$ cat src/sacr_pkg.sv
package sacr_pkg;

	// ****************************************************************
	// Geometry
	// ****************************************************************
	localparam int CHANNELS    = 8;
	localparam int RESULT_BITS = 16;
	localparam int CFG_BITS    = 16;
	localparam int CFG_CMD_BITS = 16;

	// ****************************************************************
	// Timing
	// ****************************************************************
	localparam int CLK_PERIOD_PS   = 25000;
	localparam int CONV_TIME_NS    = 665;
	localparam int CONV_CYCLES     = (CONV_TIME_NS * 1000) / CLK_PERIOD_PS;
	localparam int WAKE_TIME_MS    = 1;
	localparam int WAKE_CYCLES     = (WAKE_TIME_MS * 1000000000) / CLK_PERIOD_PS;
	localparam int CYC_TIME_NS     = 4000;
	localparam int CYC_CYCLES      = (CYC_TIME_NS * 1000 + CLK_PERIOD_PS - 1) / CLK_PERIOD_PS;

	// ****************************************************************
	// Command word fields
	// ****************************************************************
	localparam int CMD_READ_BIT = 15;
	localparam int CMD_ADDR_MSB = 14;

	// ****************************************************************
	// Carriers
	// ****************************************************************
	typedef struct packed {
		logic cs_n;
		logic sck;
		logic data;
	} sacr_serial_t;

	typedef struct packed {
		logic data;
		logic oe;
	} sacr_drive_t;

endpackage

$ cat src/sacr_top.sv
module sacr_top
	import sacr_pkg::*;
#(
	parameter int WAKE_COUNT = sacr_pkg::WAKE_CYCLES,
	parameter int CFG_REGS   = 16
) (
	// Clock and reset
	input  wire logic                                 clock_in,
	input  wire logic                                 srst_in,
	input  wire logic                                 ce_in,
	// Conversion
	input  wire logic                                 conversion_start_in,
	input  wire logic                                 power_down_pin_in,
	input  wire logic [sacr_pkg::CHANNELS*sacr_pkg::RESULT_BITS-1:0] sample_in,
	output logic                                      busy_out,
	output logic                                      ready_out,
	// Readout
	input  wire logic                                 lvds_mode_in,
	input  wire logic                                 readout_cs_n_in,
	input  wire logic                                 readout_clock_in,
	output logic      [sacr_pkg::CHANNELS-1:0]        result_lane_out,
	output logic                                      serial_result_out,
	output logic                                      result_oe_out,
	output logic                                      echo_clock_out,
	// Configuration port
	input  wire logic                                 three_wire_in,
	input  wire logic                                 cfg_cs_n_in,
	input  wire logic                                 cfg_serial_clock_in,
	input  wire logic                                 cfg_data_io_in,
	output logic                                      cfg_data_io_out,
	output logic                                      cfg_data_io_oe_out,
	output logic                                      cfg_data_out,
	output logic                                      cfg_data_oe_out
);
	import sacr_pkg::*;

	initial
	begin
		if (WAKE_COUNT < 1 || CFG_REGS < 1 || CFG_REGS > 2 ** CMD_ADDR_MSB)
			$error("sacr_top: bad parameter");
	end

	localparam int CA = $clog2(CFG_REGS);
	localparam int WC = $clog2(WAKE_COUNT + 1);
	localparam int CB = $clog2(CONV_CYCLES + 1);
	localparam int RB = RESULT_BITS;
	localparam int SB = $clog2(CHANNELS * RESULT_BITS + 1);

	// ****************************************************************
	// Input synchronisers
	// ****************************************************************
	logic [8:0] raw_pins;
	logic [8:0] pins;
	assign raw_pins = {conversion_start_in, power_down_pin_in, readout_cs_n_in, readout_clock_in,
		cfg_cs_n_in, cfg_serial_clock_in, cfg_data_io_in, lvds_mode_in, three_wire_in};

	sacr_sync #(.WIDTH(9)) u_sync (
		.clock_in (clock_in),
		.srst_in  (srst_in),
		.ce_in    (ce_in),
		.async_in (raw_pins),
		.sync_out (pins)
	);

	sacr_serial_t rd_s;
	sacr_serial_t cf_s;
	logic         start_s;
	logic         pd_s;
	logic         lvds_s;
	logic         tw_s;
	assign start_s = pins[8];
	assign pd_s    = pins[7];
	assign rd_s    = '{cs_n: pins[6], sck: pins[5], data: 1'b0};
	assign cf_s    = '{cs_n: pins[4], sck: pins[3], data: pins[2]};
	assign lvds_s  = pins[1];
	assign tw_s    = pins[0];

	// Edge history
	logic start_d;
	logic rck_d;
	logic cck_d;
	logic ccs_d;
	always_ff @(posedge clock_in)
	begin
		if (srst_in)
		begin
			start_d <= 1'b0;
			rck_d   <= 1'b0;
			cck_d   <= 1'b0;
			ccs_d   <= 1'b1;
		end
		else if (ce_in)
		begin
			start_d <= start_s;
			rck_d   <= rd_s.sck;
			cck_d   <= cf_s.sck;
			ccs_d   <= cf_s.cs_n;
		end
	end

	wire start_rise = start_s & ~start_d;
	wire rck_rise   = rd_s.sck & ~rck_d;
	wire rck_fall   = ~rd_s.sck & rck_d;
	wire cck_rise   = cf_s.sck & ~cck_d;
	wire cck_fall   = ~cf_s.sck & cck_d;
	wire ccs_fall   = ~cf_s.cs_n & ccs_d;

	// ****************************************************************
	// Wake and conversion
	// ****************************************************************
	typedef enum logic [1:0] {SACR_SLEEP, SACR_WAKE, SACR_IDLE, SACR_CONV} sacr_state_t;
	sacr_state_t state;
	logic [WC-1:0] wake_cnt;
	logic [CB-1:0] conv_cnt;
	logic [CHANNELS*RB-1:0] held;

	wire wake_done = (wake_cnt == WC'(WAKE_COUNT - 1));
	wire conv_done = (conv_cnt == CB'(CONV_CYCLES - 1));

	always_ff @(posedge clock_in)
	begin
		if (srst_in)
		begin
			state     <= SACR_WAKE;
			wake_cnt  <= '0;
			conv_cnt  <= '0;
			busy_out  <= 1'b0;
			ready_out <= 1'b0;
			held      <= '0;
		end
		else if (ce_in)
		begin
			if (pd_s)
			begin
				state     <= SACR_SLEEP;
				busy_out  <= 1'b0;
				ready_out <= 1'b0;
				wake_cnt  <= '0;
			end
			else
			begin
				case (state)
					SACR_SLEEP:
						state <= SACR_WAKE;
					SACR_WAKE:
					begin
						wake_cnt <= wake_cnt + 1'b1;
						if (wake_done)
						begin
							state     <= SACR_IDLE;
							ready_out <= 1'b1;
						end
					end
					SACR_IDLE:
						if (start_rise)
						begin
							held     <= sample_in;
							busy_out <= 1'b1;
							conv_cnt <= '0;
							state    <= SACR_CONV;
						end
					SACR_CONV:
					begin
						conv_cnt <= conv_cnt + 1'b1;
						if (conv_done)
						begin
							busy_out <= 1'b0;
							state    <= SACR_IDLE;
						end
					end
					default:
						state <= SACR_WAKE;
				endcase
			end
		end
	end

	wire load_results = ce_in & ~pd_s & (state == SACR_CONV) & conv_done;

	// ****************************************************************
	// Result readout
	// ****************************************************************
	logic [CHANNELS*RB-1:0] shift;
	logic [SB-1:0]          bits_left;
	wire rd_active = ~rd_s.cs_n;
	wire rd_step   = rd_active & (lvds_s ? (rck_rise | rck_fall) : rck_rise);

	always_ff @(posedge clock_in)
	begin
		if (srst_in)
		begin
			shift             <= '0;
			bits_left         <= '0;
			result_lane_out   <= '0;
			serial_result_out <= 1'b0;
			result_oe_out     <= 1'b0;
			echo_clock_out    <= 1'b0;
		end
		else if (ce_in)
		begin
			result_oe_out  <= rd_active;
			echo_clock_out <= rd_active & rd_s.sck;
			if (load_results)
			begin
				shift     <= held;
				bits_left <= SB'(CHANNELS * RB);
			end
			else if (rd_step && bits_left != '0)
			begin
				for (int c = 0; c < CHANNELS; c++)
					result_lane_out[c] <= shift[c*RB + RB - 1];
				serial_result_out <= shift[CHANNELS*RB - 1];
				shift     <= {shift[CHANNELS*RB-2:0], 1'b0};
				bits_left <= bits_left - 1'b1;
			end
		end
	end

	// ****************************************************************
	// Configuration port
	// ****************************************************************
	logic [CFG_BITS-1:0] regs [CFG_REGS];
	logic [CFG_CMD_BITS-1:0] cmd;
	logic [5:0]              ccount;
	logic [CFG_BITS-1:0]     cfg_shift;
	logic                    cfg_drive;

	wire cfg_sel   = ~cf_s.cs_n;
	wire is_read   = cmd[CMD_READ_BIT];
	wire [CA-1:0] addr = cmd[CA-1:0];
	wire cmd_full  = (ccount == 6'(CFG_CMD_BITS));
	wire data_full = (ccount == 6'(CFG_CMD_BITS + CFG_BITS - 1));

	always_ff @(posedge clock_in)
	begin
		if (srst_in)
		begin
			cmd                <= '0;
			ccount             <= '0;
			cfg_shift          <= '0;
			cfg_drive          <= 1'b0;
			cfg_data_io_out    <= 1'b0;
			cfg_data_io_oe_out <= 1'b0;
			cfg_data_out       <= 1'b0;
			cfg_data_oe_out    <= 1'b0;
			for (int i = 0; i < CFG_REGS; i++)
				regs[i] <= '0;
		end
		else if (ce_in)
		begin
			if (!cfg_sel)
			begin
				ccount             <= '0;
				cfg_drive          <= 1'b0;
				cfg_data_io_oe_out <= 1'b0;
				cfg_data_oe_out    <= 1'b0;
			end
			else
			begin
				if (ccs_fall && !tw_s)
					cfg_data_oe_out <= 1'b1;
				if (cck_rise)
				begin
					if (ccount < 6'(CFG_CMD_BITS))
					begin
						cmd    <= {cmd[CFG_CMD_BITS-2:0], cf_s.data};
						ccount <= ccount + 1'b1;
					end
					else if (!is_read)
					begin
						cfg_shift <= {cfg_shift[CFG_BITS-2:0], cf_s.data};
						ccount    <= ccount + 1'b1;
						if (data_full)
							regs[addr] <= {cfg_shift[CFG_BITS-2:0], cf_s.data};
					end
				end
				if (cmd_full && is_read && !cfg_drive)
				begin
					cfg_drive <= 1'b1;
					cfg_shift <= regs[addr];
					if (tw_s)
						cfg_data_io_oe_out <= 1'b1;
				end
				if (cck_fall && cfg_drive)
				begin
					cfg_data_io_out <= cfg_shift[CFG_BITS-1];
					cfg_data_out    <= cfg_shift[CFG_BITS-1];
					cfg_shift       <= {cfg_shift[CFG_BITS-2:0], 1'b0};
				end
			end
		end
	end

endmodule

$ cat src/sacr_sync.sv
module sacr_sync #(
	parameter int WIDTH = 1
) (
	// Clock
	input  wire logic             clock_in,
	input  wire logic             srst_in,
	input  wire logic             ce_in,
	// Data
	input  wire logic [WIDTH-1:0] async_in,
	output logic      [WIDTH-1:0] sync_out
);
	logic [WIDTH-1:0] stage1;

	always_ff @(posedge clock_in)
	begin
		if (srst_in)
		begin
			stage1   <= '0;
			sync_out <= '0;
		end
		else if (ce_in)
		begin
			stage1   <= async_in;
			sync_out <= stage1;
		end
	end
endmodule

$ cat config.mk
export PLATFORM = sky130hd
export DESIGN_NAME = sacr_top
export DESIGN_NICKNAME = d
export VERILOG_FILES = /design/src/sacr_pkg.sv /design/src/sacr_top.sv /design/src/sacr_sync.sv
export SDC_FILE = /design/constraint.sdc
export NUM_CORES = 1
export LEC_CHECK = 0
export ABC_CLOCK_PERIOD_IN_PS = 3100
export BUFFER_PORTS_ARGS = -buffer_cell sky130_fd_sc_hd__buf_4
export CAP_MARGIN = 15
export CELL_PAD_IN_SITES_DETAIL_PLACEMENT = 1
export CELL_PAD_IN_SITES_GLOBAL_PLACEMENT = 2
export CORE_ASPECT_RATIO = 1.25
export CORE_MARGIN = 4
export CORE_UTILIZATION = 30
export DETAILED_ROUTE_END_ITERATION = 6
export GPL_ROUTABILITY_DRIVEN = 0
export GPL_TIMING_DRIVEN = 0
export PLACE_DENSITY = 0.68
export SLEW_MARGIN = 20
export SYNTH_ARGS = -nofsm -noshare
export SYNTH_HDL_FRONTEND = slang
export SYNTH_SLANG_ARGS = --single-unit
$ cat constraint.sdc
create_clock -name clock_in -period 3.1 [get_ports clock_in]
set_clock_uncertainty 0.1 [all_clocks]
set_input_delay 0.62 -clock clock_in [delete_from_list [all_inputs] [get_ports clock_in]]
set_output_delay 0.62 -clock clock_in [all_outputs]
set_load 0.01 [all_outputs]
; ---- After elaboration in Yosys (flattened, before gate mapping)
; Memory sizes are Yosys's and may differ from the RTL's. A register that Yosys moved wholly into a read port is not among the register bits.
; Cells that the tools add are included.
[classes]
addsub = 4
magnitude_cmp = 1
n_eq_ne = 14
mux = 52
bitwise_logic = 21
reduce_logical = 35
[ops]
columns = cell, count
row1 = $mux 128, 2
row2 = $mux 16, 8
row3 = $mux 1, 25
row4 = $mux 6, 4
row5 = $reduce_and 4->1, 5
row6 = $add 16x1->16 const B, 1
row7 = $eq 16x16->1 const B, 1
row8 = $mux 8, 2
row9 = $reduce_bool 2->1, 8
row10 = $reduce_or 16->1, 1
row11 = $reduce_and 3->1, 5
row12 = $eq 6x5->1 const B, 2
row13 = $mux 4, 3
row14 = $and 1x1->1, 11
row15 = $pmux 5 s2, 1
row16 = $ne 3x1->1 const B, 3
row17 = $ne 3x2->1 const B, 3
row18 = $not 1->1, 9
row19 = $mux 2, 4
row20 = $pmux 2 s4, 1
row21 = $reduce_and 2->1, 4
row22 = $reduce_bool 8->1, 1
row23 = $sub 8x1->8 const B, 1
row24 = $add 6x1->6 const B, 1
row25 = 14 further kinds, 21
[totals]
register_bits = 364
ramBits = 256
output_inout_bits = 17
wordCells = 153
n_memories = 1
[memory_table]
columns = name, words, word_bits, read_ports, rd_ports_with_merged_regs, wr, line_no
row1 = regs, 16, 16, 1, 1, 16, sacr_top.sv:222  ; logic [CFG_BITS-1:0] regs [CFG_REGS];

; ---- Depth between registers and ports, before layout
; Gate-level depths: netlist of run 1.
[depth]
word_depth = 11
ltp_mapped = 10
mapped_depth_nobuf = 7

; ---- Modules after synthesis
; A second synthesis of run 1 with hierarchy kept.
[hier_totals]
hier_cells = 2630
hier_area_um2 = 26487.9
[modules_own_cells]
columns = module, instances, cells_each, area_per_inst_um2
row1 = sacr_top, 1, 2572, 25838.5
row2 = sacr_sync, 1, 58, 649.4

; ---- Worst setup path after synthesis of run 1
; No wires, ideal clock.
[synth_path]
kind = input-to-reg
startpoint = input port srst_in
endpoint = memory regs[1][0] (enable)
t_arrival_ns = 2.812
required_ns = 2.589
path_slack_ns = -0.223
cell_stages = 5
path_buffers = 1
path_cell_list = clkbuf_1 or3_1 nor4_1 nand2b_1 o21ai_0
[synth_rtl]
columns = element, line_no
row1 = from (decl), sacr_top.sv:9  ; input wire logic srst_in,
row2 = to (decl), sacr_top.sv:222

==> implementation parameters, run 1 <==
Parameter                              Value

Run status
  Run status    completed

Timing
  Count of final hold-check violations    0
  Hold WS    143.8 ps
  Final Worst Setup Slack    202.0 ps
  Number of max-slew violations in the final report    0
  Least-Margin Pin Slew    1055 ps
  Unrepaired setup endpoints after global routing    true
  Shortest clock period the worst path allows after layout    2898 ps
  Max Clk Rate    345.1 MHz
  Final setup vio count    0
  Max-slew headroom at the worst pin    0.2970
  Post-route fraction of the period consumed by the critical path    0.9348

Job
  Max-capacitance violation count    0

Routing
  Post-detailed-route wirelength per cell    slightly below 20 um
  Drt first pass iters    4
  Number of remaining DRC errors    0
  Total vias in the final route    19,616
  Final wirelength    79,370 um
  Post-route antenna net violation count    0
  Via density per instance    4.909
  Violation count after the first detailed-route iteration    1,107

Min path
  Worst min-delay path category    in2reg

Global route
  Overflow left after global routing    0
  All-layer global routing usage    0.1698
  Initial antenna violation count    2
  Largest net degree at the start of global routing    20
  Number of global-route vias before repair    about 21,000
  Wire length of the first global-routing pass    123,000 um

Final layout
  Storage element area    between 15,000 and 20,000 um^2
  Combined area of the multi-input logic cells    10,480 um^2
  Fraction of final layout cells sized beyond drive strength 1    0.1656
  Final Non-Filler Cells    ~4,000
  Area growth, synth to finish    20.39%
  Number of nets in the final layout    a little under 3,000
  Fillers    9,827

Clocking
  Number of buffers created by CTS    70
  Cts-stage hold buffer count    0
  H-tree depth reported by CTS    3
  Clock slew at reported path FFs    60 ps
  TritonCTS clock tree    built
  Clock latency on the worst-skew pair    620 ps
  CTS Sinks    623
  Maximum clock insertion buffer count    3
  Root buffer selected by CTS    clkbuf_16

Logic synthesis
  Count of yosys warnings during synthesis    0
  Area contributors post-synth    edfxtp_1 29%, dfxtp_1 28%, and2_1 6.1%, mux4_2 5.3%, nor2_1 5.0%
  Synth Instances    2,530
  Top cell type's share of synthesized area    0.2931
  Seq/Total Area, Yosys    0.5733
  Number of synthesized register bits    623
  Most common flop cell mapped by yosys    dfxtp_1
  Netlist area before placement    26,230 um^2
  Post-synthesis area per instance    10.37 um^2
  Count of unique library cells instantiated by Yosys    59
  Area leader, netlist    edfxtp_1
  Synth async-reset ratio    0
  EDFF count, synth    256
  Post-synthesis net count    2,678

Floorplanning
  Die Footprint    92,250 um^2
  Boundary pin count    157
  Initial core utilization    0.3018
  Standard-cell row count    121
  Core region area    86,900 um^2
  Die H    338.6 um
  Die width    ~270 um

Placement
  Placed Instances    3,866
  Detailed Place HPWL    58,020 um
  Number of I/O port buffers    155
  Placement-stage worst setup slack    -1123 ps

Power
  Leak pwr    0.01087 uW
  Power density normalized to cell area    556.7 nW/um^2
  Worst-case vdd ir drop    0.0003405 V
  Pwr Total    17,580 uW

Setup path
  Category of the most critical setup path    reg2reg
  Critical Path End Type    register
  Required time at the endpoint of the critical path    3280 ps
  Worst-path fanout max    16
  Internal reg-to-reg setup slack    between 200 and 250 ps
  Delay of the slowest cell on the worst path    roughly 440 ps
  Critical Path Source Type    register
  Cell with the largest stage delay on the worst path    nor4_1
  Cells traversed along the worst timing path    clkbuf_1 -> nand4bb_1 -> nor4_1 -> nand2b_1 -> nor3_4 -> buf_12 -> or2_4
  Data arrival time at the worst-slack endpoint    3080 ps
==> cells in the mapped netlist, drive strengths merged, types with 7 or more instances <==
cell     count
edfxtp     256
clkbuf     168
o21ai       24
inv         17
a21oi      166
nor2       346
nor4        10
ha           8
nand4        7
o221ai      15
a2111oi    125
buf         43
a32o        14
mux4        62
xnor2       16
nand2      343
nor3       146
or3          8
nand3        7
and2       256
dfxtp      367
nand2b       7
mux2i       51
==> logic make-up (layout without fill, tap and decap cells) <==
family,after synthesis,count (layout),share of synthesized area
mux,116,116,0.07399
other cells,0,2,0
xor+xnor,18,18,0.006011
flops,623,623,0.5733
compound gates,375,375,0.1020
fa+ha+maj,8,8,0.003817
buf+inv,230,526,0.03483
simple gates,1160,1160,0.2061
==> state kept, by name (all words and copies together), names as in the netlist, 2 cells and up, named ones only <==
| signal | cells |
|---|---|
| regs | 256 |
| held | 128 |
| shift | 128 |
| cfg_shift | 16 |
| cmd | 16 |
| wake_cnt | 16 |
| u_sync.stage1 | 9 |
| u_sync.sync_out | 9 |
| bits_left | 8 |
| result_lane_out | 8 |
| ccount | 6 |
| conv_cnt | 5 |
| state | 2 |
==> cells in the final DEF, fill, tap and decap left out, types with 90 or more instances in the layout <==
cell | Yosys | layout
a2111oi_0 | 90 | 90
and2_1 | 256 | 256
clkbuf_1 | 168 | 147
a21oi_1 | 166 | 166
buf_4 | 4 | 163
edfxtp_1 | 256 | 256
nor3_1 | 145 | 140
nor2_1 | 346 | 334
nand2_1 | 343 | 343
dfxtp_1 | 367 | 367
==> per-layer routing <==
layer,GRT usage,share of wire,vias up
li1,-,-,9438
met1,0.2021,0.42,9716
met2,0.3066,0.51,327
met3,0.02541,0.032,135
met4,0.06717,0.038,0
met5,0,0,-
==> path summary, 6_finish.rpt <==
path                            from                to  depth (start not counted)
hold / removal         three_wire_in  u_sync.stage1[0]                          3
hold reg to reg              cmd[10]           cmd[11]                          2
setup / recovery  u_sync.sync_out[4]        regs[0][8]                          7
setup reg to reg  u_sync.sync_out[4]        regs[0][8]                          7
==> power breakdown <==
group	total, uW	switching (uW)	internal (uW)
Clock	8230	3440	4790
Sequential	8770	63.8	8700
Combinational	576	331	245
Total	17600	3840	13700
==> final cells by class <==
class	count	area share
Clock buffer	94	0.06226
Sequential cell	623	0.4762
Clock inverter	31	0.008758
Buffer	209	0.02853
Tap cell	1168	0.04629
Inverter	19	0.002259
Antenna cell	2	0.0001585
Multi-Input combinational cell	1677	0.3318
Timing Repair Buffer	173	0.04379
==> stage by stage <==
step                area [um^2]    util  setup TNS (ps)
floorplan                 26230       -          -21330
global placement          28850  0.3320         -599110
detailed placement        29080  0.3346         -436430
CTS                       31380  0.3611          -1.699
global route              31570  0.3633          -866.4
finish                    31570  0.3633               0
==> worst max-delay path, delay by kind of cell (launching register included) <==
kind,cells,cell delay [ps]
buffers and inverters,2,370
and+or+nand+nor,5,1790
DFF,1,290
==> what timing repair did <==
action	CTS	global route
setup buffers	0	5
pin swaps	0	4
gates resized for setup	20	87
endpoints found under the setup margin	357	399
Power figures use the tool's default switching activity.
==> inputs of run 2 (changes only) <==
--- a/config.mk
+++ b/config.mk
@@ -5,6 +5,7 @@
 export SDC_FILE = /design/constraint.sdc
 export NUM_CORES = 1
 export LEC_CHECK = 0
+export ABC_AREA = 1
 export ABC_CLOCK_PERIOD_IN_PS = 3100
 export BUFFER_PORTS_ARGS = -buffer_cell sky130_fd_sc_hd__buf_4
 export CAP_MARGIN = 15
@@ -16,7 +17,7 @@
 export DETAILED_ROUTE_END_ITERATION = 6
 export GPL_ROUTABILITY_DRIVEN = 0
 export GPL_TIMING_DRIVEN = 0
-export PLACE_DENSITY = 0.68
+export PLACE_DENSITY = 0.72
 export SLEW_MARGIN = 20
 export SYNTH_ARGS = -nofsm -noshare
 export SYNTH_HDL_FRONTEND = slang
==> run 2 against run 1 <==
  * Largest cell class unchanged
  * Sequential share of layout area rose by 0.47 points
  * Utilization down 0.54 points
  * Final cell count up 18%
  * Critical path depth is 1 higher
  * Sequential power rose by 1%
  * Area after synthesis grew 0.84%
  * First-iteration DRC count down 9.3%
  * Highest routed layer unchanged
  * Largest power group unchanged
  * Via count is 11% higher
  * Global-route usage is 1.1 points higher
  * Flip-flop and latch count did not move
  * Clock power decreased by 2%
  * Design area shrank 0.97%
==> implementation parameters, run 2 <==
Parameter                              Value

Clocking
  H-tree depth reported by CTS    3 (unchanged)
  Post-CTS Setup Inserts    0 (unchanged)
  Maximum clock insertion buffer count    3 (unchanged)
  TritonCTS clock tree    built
  CTS Sinks    623 (unchanged)
  Number of buffers created by CTS    70 (unchanged)
  Clock latency on the worst-skew pair    610 ps (about the same)
  Cts-stage hold buffer count    0 (unchanged)
  Clock slew at reported path FFs    60 ps (about the same)
  Count of cells resized by post-cts repair    6 (-70%)
  Root buffer selected by CTS    clkbuf_16

Logic synthesis
  Post-synthesis net count    3,401 (+27%)
  Top cells by count, synth    853 x nor2_1, 532 x nand2_1, 367 x dfxtp_1
  Count of unique library cells instantiated by Yosys    36 (-39%)
  Area contributors post-synth    edfxtp_1 29%, dfxtp_1 28%, nor2_1 12%, nand2_1 7.6%, o21ai_0 5.8%
  Most frequently used cell type in the post-synthesis netlist    nor2_1
  Post-synthesis area per instance    8.130 um^2 (-22%)
  EDFF count, synth    256 (unchanged)
  Most common flop cell mapped by yosys    dfxtp_1
  Top cell type's share of synthesized area    0.2907 (-0.002441)
  Netlist area before placement    26,450 um^2 (+0.84%)
  Seq/Total Area, Yosys    0.5685 (-0.004773)
  Synth async-reset ratio    0 (unchanged)
  Count of yosys warnings during synthesis    0 (unchanged)
  Number of synthesized register bits    623 (unchanged)
  Synth Instances    3,253 (+29%)
  Area leader, netlist    edfxtp_1

Final layout
  Final Non-Filler Cells    4,696 (+18%)
  Storage element area    15,030 um^2 (unchanged)
  Most common library cell in the layout ignoring fill and taps    nor2_1
  Most flops, register    regs
  Highest-count cells in the layout ignoring fill and taps    853 x nor2_1, 516 x nand2_1, 367 x dfxtp_1, 309 x o21ai_0, 256 x edfxtp_1
  Fraction of final layout cells sized beyond drive strength 1    0.1077 (-0.05786)
  Largest registers    regs (256), held (128), shift (128)
  Combined area of the multi-input logic cells    9727 um^2 (-7.1%)
  Area growth, synth to finish    18.22%
  Fillers    10,623 (+8.1%)
  Final std cell area, no fill    31,270 um^2 (-0.97%)
  Number of nets in the final layout    3,629 (+24%)
  Number of flip-flops in the largest register    256 (unchanged)

Min path
  Worst min-delay path category    in2reg

Setup path
  Critical Path End Type    register
  Required time at the endpoint of the critical path    3240 ps (-40 ps)
  Data arrival time at the worst-slack endpoint    3020 ps (-60 ps)
  Category of the most critical setup path    reg2reg
  Critical Path Source Type    register
  Worst-path fanout max    16 (unchanged)
  Internal reg-to-reg setup slack    220 ps (+20 ps)

Timing
  Number of max-slew violations in the final report    0 (unchanged)
  Max-slew headroom at the worst pin    0.2966 (-0.0003980)
  Count of final hold-check violations    0 (unchanged)
  Least-Margin Pin Slew    1055 ps (+0.5964 ps)
  Unrepaired setup endpoints after global routing    false
  Max Clk Rate    347.0 MHz (+0.57%)
  Final setup vio count    0 (unchanged)
  Post-route fraction of the period consumed by the critical path    0.9296 (-0.005276)
  Shortest clock period the worst path allows after layout    2882 ps (-16.36 ps)

Routing
  Via density per instance    4.636 (-5.5%)
  Number of remaining DRC errors    0 (unchanged)
  Total vias in the final route    21,773 (+11%)
  Drt first pass iters    4 (unchanged)
  Final wirelength    84,270 um (+6.2%)
  Post-detailed-route wirelength per cell    17.94 um (-9.7%)
  Post-route antenna net violation count    0 (unchanged)
  Violation count after the first detailed-route iteration    1,004 (-9.3%)

Power
  Leak pwr    0.01216 uW (+12%)
  Power density normalized to cell area    579.8 nW/um^2 (+4.1%)
  Worst-case vdd ir drop    0.0002934 V (-14%)

Global route
  Overflow left after global routing    0 (unchanged)
  Number of global-route vias before repair    22,949 (+7.0%)
  Initial antenna violation count    1 (-1)
  Wire length of the first global-routing pass    131,100 um (+6.6%)
  All-layer global routing usage    0.1808 (+0.01093)
  Largest net degree at the start of global routing    17 (-15%)

Floorplanning
  Initial core utilization    0.3027 (+0.0009517)
  Die H    340.0 um (+0.41%)
  Core region area    87,360 um^2 (+0.52%)
  Boundary pin count    157 (unchanged)
  Die width    273.6 um (+0.41%)
  Die Footprint    93,000 um^2 (+0.82%)
  Standard-cell row count    121 (unchanged)

Placement
  Placed Instances    4,577 (+18%)
  Number of I/O port buffers    156 (+0.65%)
  Placed Area    29,080 um^2 (about the same)
  Detailed Place HPWL    61,500 um (+6.0%)

Job
  Max-capacitance violation count    0 (unchanged)

Run status
  Run status    completed
-- run 2: critical path: stages, from the launching register on --
cell	delay (ps)
dfxtp_1	410
ha_1	220
nand3_1	180
nor4_4	370
nand2_2	140
nor2_4	290
nand2_4	170
buf_6	200
nand2_2	420
-- run 2: cell families after synthesis --
family                     synth area share
AOI/OAI and AO/OA                   0.07693
xor gates and xnor gates          0.0009937
adders and majority gates          0.003785
buffers and inverters               0.06543
DFF                                  0.5685
and+or+nand+nor                      0.2844
-- run 2: metal layers --
layer,GRT usage,vias to the layer above,part of all wire
li1,-,10978,-
met1,0.2139,10413,0.42
met2,0.3360,280,0.52
met3,0.02898,102,0.035
met4,0.04992,0,0.023
met5,0,-,0
-- run 2: power by group --
part           total, uW  internal, uW  leakage (uW)  switching (uW)
clock network       8030          4600       0.00104            3430
registers           8870          8760       0.00561             114
logic               1220           406       0.00550             813
-- run 2: stage by stage --
stage / setup WS [ps] / utilization / setup TNS [ps] / total power [uW] / hold WS, ps
final: 218.4 / 0.3579 / 0 / 18130 / 156.8
after floorplan: 547.8 / - / 0 / 9736 / 329.2
after global placement: -1140 / 0.3329 / -213720 / 10280 / 352.2
after CTS: -158.1 / 0.3575 / -8370 / 18430 / 107.7
after global routing: 5.336 / 0.3579 / 0 / 18920 / 142.8
after detailed placement: -1120 / 0.3329 / -214120 / 10300 / 352.8
-- run 2: worst paths after layout --
check | depth (start not counted) | end | startpoint
hold reg to reg | 2 | start_d | start_d
setup / recovery | 8 | regs[12][13] | ccount[0]
setup reg to reg | 8 | regs[12][13] | ccount[0]
hold / removal | 3 | u_sync.stage1[7] | power_down_pin_in
-- run 2: cell type report --
cell class                      count  share of cell area
Buffer                            212             0.03117
Tap cell                         1168             0.04674
Timing Repair Buffer              156             0.03746
Sequential cell                   623              0.4809
Multi-Input combinational cell   2216              0.3111
Inverter                          202             0.02425
Antenna cell                        1          0.00008004
Clock inverter                     20            0.006363
Clock buffer                       98             0.06195
==> inputs of run 3 (changes only) <==
--- a/config.mk
+++ b/config.mk
@@ -5,7 +5,6 @@
 export SDC_FILE = /design/constraint.sdc
 export NUM_CORES = 1
 export LEC_CHECK = 0
-export ABC_AREA = 1
 export ABC_CLOCK_PERIOD_IN_PS = 3100
 export BUFFER_PORTS_ARGS = -buffer_cell sky130_fd_sc_hd__buf_4
 export CAP_MARGIN = 15
@@ -17,8 +16,9 @@
 export DETAILED_ROUTE_END_ITERATION = 6
 export GPL_ROUTABILITY_DRIVEN = 0
 export GPL_TIMING_DRIVEN = 0
-export PLACE_DENSITY = 0.72
+export PLACE_DENSITY = 0.68
 export SLEW_MARGIN = 20
 export SYNTH_ARGS = -nofsm -noshare
 export SYNTH_HDL_FRONTEND = slang
+export SYNTH_HIERARCHICAL = 1
 export SYNTH_SLANG_ARGS = --single-unit
==> run 3 against run 2 <==
  * Critical path depth down 2
  * Wire length rose by 5.8%
  * First-iteration DRC count fell by 0.20%
  * Final cell count down 13%
  * Utilization rose by 0.25 points
  * Clock power up 5.2%
  * Flip-flop and latch count unchanged
  * Global-route usage up 0.86 points
  * Area after synthesis grew 0.16%
  * Largest cell class unchanged
==> implementation parameters, run 3 <==
Parameter                              Value

Run status
  Run status    completed

Placement
  Placed Instances    3,953 (-14%)
  Detailed Place HPWL    65,350 um (+6.3%)
  Number of I/O port buffers    155 (-0.64%)

Logic synthesis
  Seq/Total Area, Yosys    0.5676 (-0.0008862)
  Number of synthesized register bits    623 (unchanged)
  Post-synthesis net count    2,778 (-18%)
  Netlist area before placement    26,490 um^2 (+0.16%)
  Synth async-reset ratio    0 (unchanged)
  Area contributors post-synth    edfxtp_1 29%, dfxtp_1 28%, nand2_1 7.9%, a311oi_1 4.2%, a21oi_1 3.4%
  Top cells by count, synth    560 x nand2_1, 367 x dfxtp_1, 256 x edfxtp_1
  Most frequently used cell type in the post-synthesis netlist    nand2_1
  EDFF count, synth    256 (unchanged)
  Count of unique library cells instantiated by Yosys    66 (+83%)
  Most common flop cell mapped by yosys    dfxtp_1
  Count of yosys warnings during synthesis    6 (+6)
  Top cell type's share of synthesized area    0.2902 (-0.0004531)
  Synth Instances    2,630 (-19%)
  Area leader, netlist    edfxtp_1
  Post-synthesis area per instance    10.07 um^2 (+24%)

Clocking
  H-tree depth reported by CTS    3 (unchanged)
  Clock latency on the worst-skew pair    630 ps (+20 ps)
  Number of buffers created by CTS    69 (-1.4%)
  TritonCTS clock tree    built
  Clock slew at reported path FFs    60 ps (about the same)
  Maximum clock insertion buffer count    3 (unchanged)
  CTS Sinks    623 (unchanged)
  Root buffer selected by CTS    clkbuf_16

Power
  Internal power    13,920 uW (+1.1%)
  Clock Power Share    0.474 (+0.031)
  Sw Ratio    0.2179 (-0.02266)
  Part of the total power dissipated in combinational logic    0.032 (-0.035)
  Total net switching power    3878 uW (-11%)
  Power density normalized to cell area    565.4 nW/um^2 (-2.5%)
  Leak pwr    0.01012 uW (-17%)
  Share of power burned in registers    0.493 (+0.003)
  Worst-case vdd ir drop    0.0003474 V (+18%)

Setup path
  Critical Path End Type    register
  Required time at the endpoint of the critical path    3290 ps (+50 ps)
  Reg-to-reg critical path endpoint    regs[0][5]
  Worst-path fanout max    16 (unchanged)
  Cell with the largest stage delay on the worst path    nor4_4
  Delay of the slowest cell on the worst path    450 ps (+30 ps)
  Launch point of the worst reg-to-reg path    u_sync/sync_out[4]
  Critical path origin    u_sync/sync_out[4]
  Internal reg-to-reg setup slack    150 ps (-60 ps)
  Cells traversed along the worst timing path    nand4bb_4 -> nor4_4 -> or3b_1 -> clkbuf_1 -> nor3_1 -> or2_4
  Worst Reg-to-Reg Cells    6 (-2)
  Critical Path Source Type    register
  Data arrival time at the worst-slack endpoint    3130 ps (+110 ps)
  Category of the most critical setup path    reg2reg

Final layout
  Fillers    9,833 (-7.4%)
  Final Non-Filler Cells    4,086 (-13%)
  Number of nets in the final layout    3,006 (-17%)
  Fraction of final layout cells sized beyond drive strength 1    0.1549 (+0.04719)
  Number of flip-flops in the largest register    256 (unchanged)
  Storage element area    15,030 um^2 (unchanged)
  Most common library cell in the layout ignoring fill and taps    nand2_1
  Most flops, register    regs
  Highest-count cells in the layout ignoring fill and taps    560 x nand2_1, 367 x dfxtp_1, 256 x edfxtp_1, 209 x nor2_1, 178 x a21oi_1
  Final core occ    0.3604 (+0.002507)
  Combined area of the multi-input logic cells    10,260 um^2 (+5.5%)
  Area growth, synth to finish    18.86%
  Largest registers    regs (256), held (128), shift (128)

Min path
  Hold depth    3 (unchanged)
  Worst min-delay path category    in2reg
  Worst Min Path Start    sample_in[3]
  Worst Hold End    held[3]

Timing
  Number of max-slew violations in the final report    0 (unchanged)
  Max-slew headroom at the worst pin    0.3227 (+0.02617)
  Setup TNS Final    0 ps (unchanged)
  Shortest clock period the worst path allows after layout    2946 ps (+63.96 ps)
  Max Clk Rate    339.5 MHz (-2.2%)
  Least-Margin Pin Slew    1016 ps (-39.25 ps)
  Post-route fraction of the period consumed by the critical path    0.9502 (+0.02063)
  Final setup vio count    0 (unchanged)
  Unrepaired setup endpoints after global routing    false
  Count of final hold-check violations    0 (unchanged)

Routing
  Number of remaining DRC errors    0 (unchanged)
  Post-route antenna net violation count    0 (unchanged)
  Post-detailed-route wirelength per cell    21.82 um (+22%)
  Violation count after the first detailed-route iteration    1,002 (-0.20%)
  Via density per instance    5.113 (+10%)
  Drt first pass iters    5 (+1)
  Total vias in the final route    20,892 (-4.0%)
  Final wirelength    89,150 um (+5.8%)

Floorplanning
  Die H    340.2 um (about the same)
  Die Footprint    93,140 um^2 (+0.15%)
  Boundary pin count    157 (unchanged)
  Core region area    87,360 um^2 (unchanged)
  Die width    273.8 um (about the same)
  Standard-cell row count    121 (unchanged)
  Initial core utilization    0.3032 (+0.0004727)

Global route
  Overflow left after global routing    0 (unchanged)
  Number of global-route vias before repair    22,365 (-2.5%)
  Wire length of the first global-routing pass    135,800 um (+3.5%)
  All-layer global routing usage    0.1894 (+0.008601)
  Initial antenna violation count    10 (+9)
  Largest net degree at the start of global routing    17 (unchanged)

Job
  Max-capacitance violation count    0 (unchanged)
-- run 3: cell types whose count changed after synthesis, moves of 82 or more --
| cell | change |
|---|---|
| o21ai_0 | -287 |
| mux2i_1 | +82 |
| a311oi_1 | +127 |
| nand3_1 | -193 |
| inv_1 | -180 |
| a21oi_1 | +103 |
| nor2_1 | -644 |
-- run 3: worst max-delay path: cells and delay by family (launching register included) --
family,cells,cell delay [ps]
buffers and inverters,1,270
and+or+nand+nor,5,1820
DFF,1,420
-- run 3: worst max-delay path by stage --
| stage | to | slack [ps] | depth (start not counted) |
|---|---|---|---|
| final | regs[0][5] | 150 | 6 |
| after global routing | regs[0][5] | 5 | 6 |
| after CTS | regs[15][3] | 10 | 6 |
| after detailed placement | held[12] | -470 | 9 |
| after global placement | held[27] | -430 | 9 |
| after floorplan | regs[0][0] | 500 | 7 |
-- run 3: through the flow --
stage                     total power [uW]  hold slack [ps]  cell area [um^2]  worst slack (ps)
after global placement                9514            336.9             29110            -427.0
after global routing                 18390            126.2             31470             5.266
final                                17800            145.0             31480             154.4
after CTS                            18050            102.9             31430             14.91
after floorplan                       9191            331.5             26490             497.7
after detailed placement              9542            349.5             29120            -473.6
-- run 3: what timing repair did --
item,in CTS,in global routing
endpoints found under the setup margin,195,193
resized for setup,8,11
endpoints found under the hold margin,0,0
hold buffers,0,0
buffers inserted,0,2
pin swaps,0,1
-- run 3: area by class of cell --
type | count | area share
diodes | 7 | 0.0005564
inverters | 30 | 0.003577
clock buffers | 100 | 0.06339
multi-input cells | 1729 | 0.3259
clock inverters | 24 | 0.009458
well taps | 1168 | 0.04642
plain buffers | 248 | 0.03573
repair buffers | 157 | 0.03744
flip-flops and latches | 623 | 0.4775
-- run 3: cell families after synthesis --
group | share of synthesized area
and+or+nand+nor | 0.2003
DFF | 0.5676
AOI/OAI and AO/OA | 0.1151
buffers and inverters | 0.04653
muxes | 0.06075
xor gates and xnor gates | 0.005952
adders and majority gates | 0.003779
-- run 3: power by group through the flow --
stage / clock network, uW / logic [uW] / registers, uW
CTS: 8680 / 588 / 8780
global route: 8980 / 623 / 8790
floorplan: 0 / 269 / 8920
detailed placement: 0 / 583 / 8960
global placement: 0 / 570 / 8940
finish: 8450 / 576 / 8780
-- run 3: routing by layer --
layer	routed length, um	GRT usage	up-vias
li1	-	-	9912
met1	35240	0.2181	10384
met2	45620	0.3386	434
met3	4202	0.03603	156
met4	4044	0.08604	6
met5	40	0	-
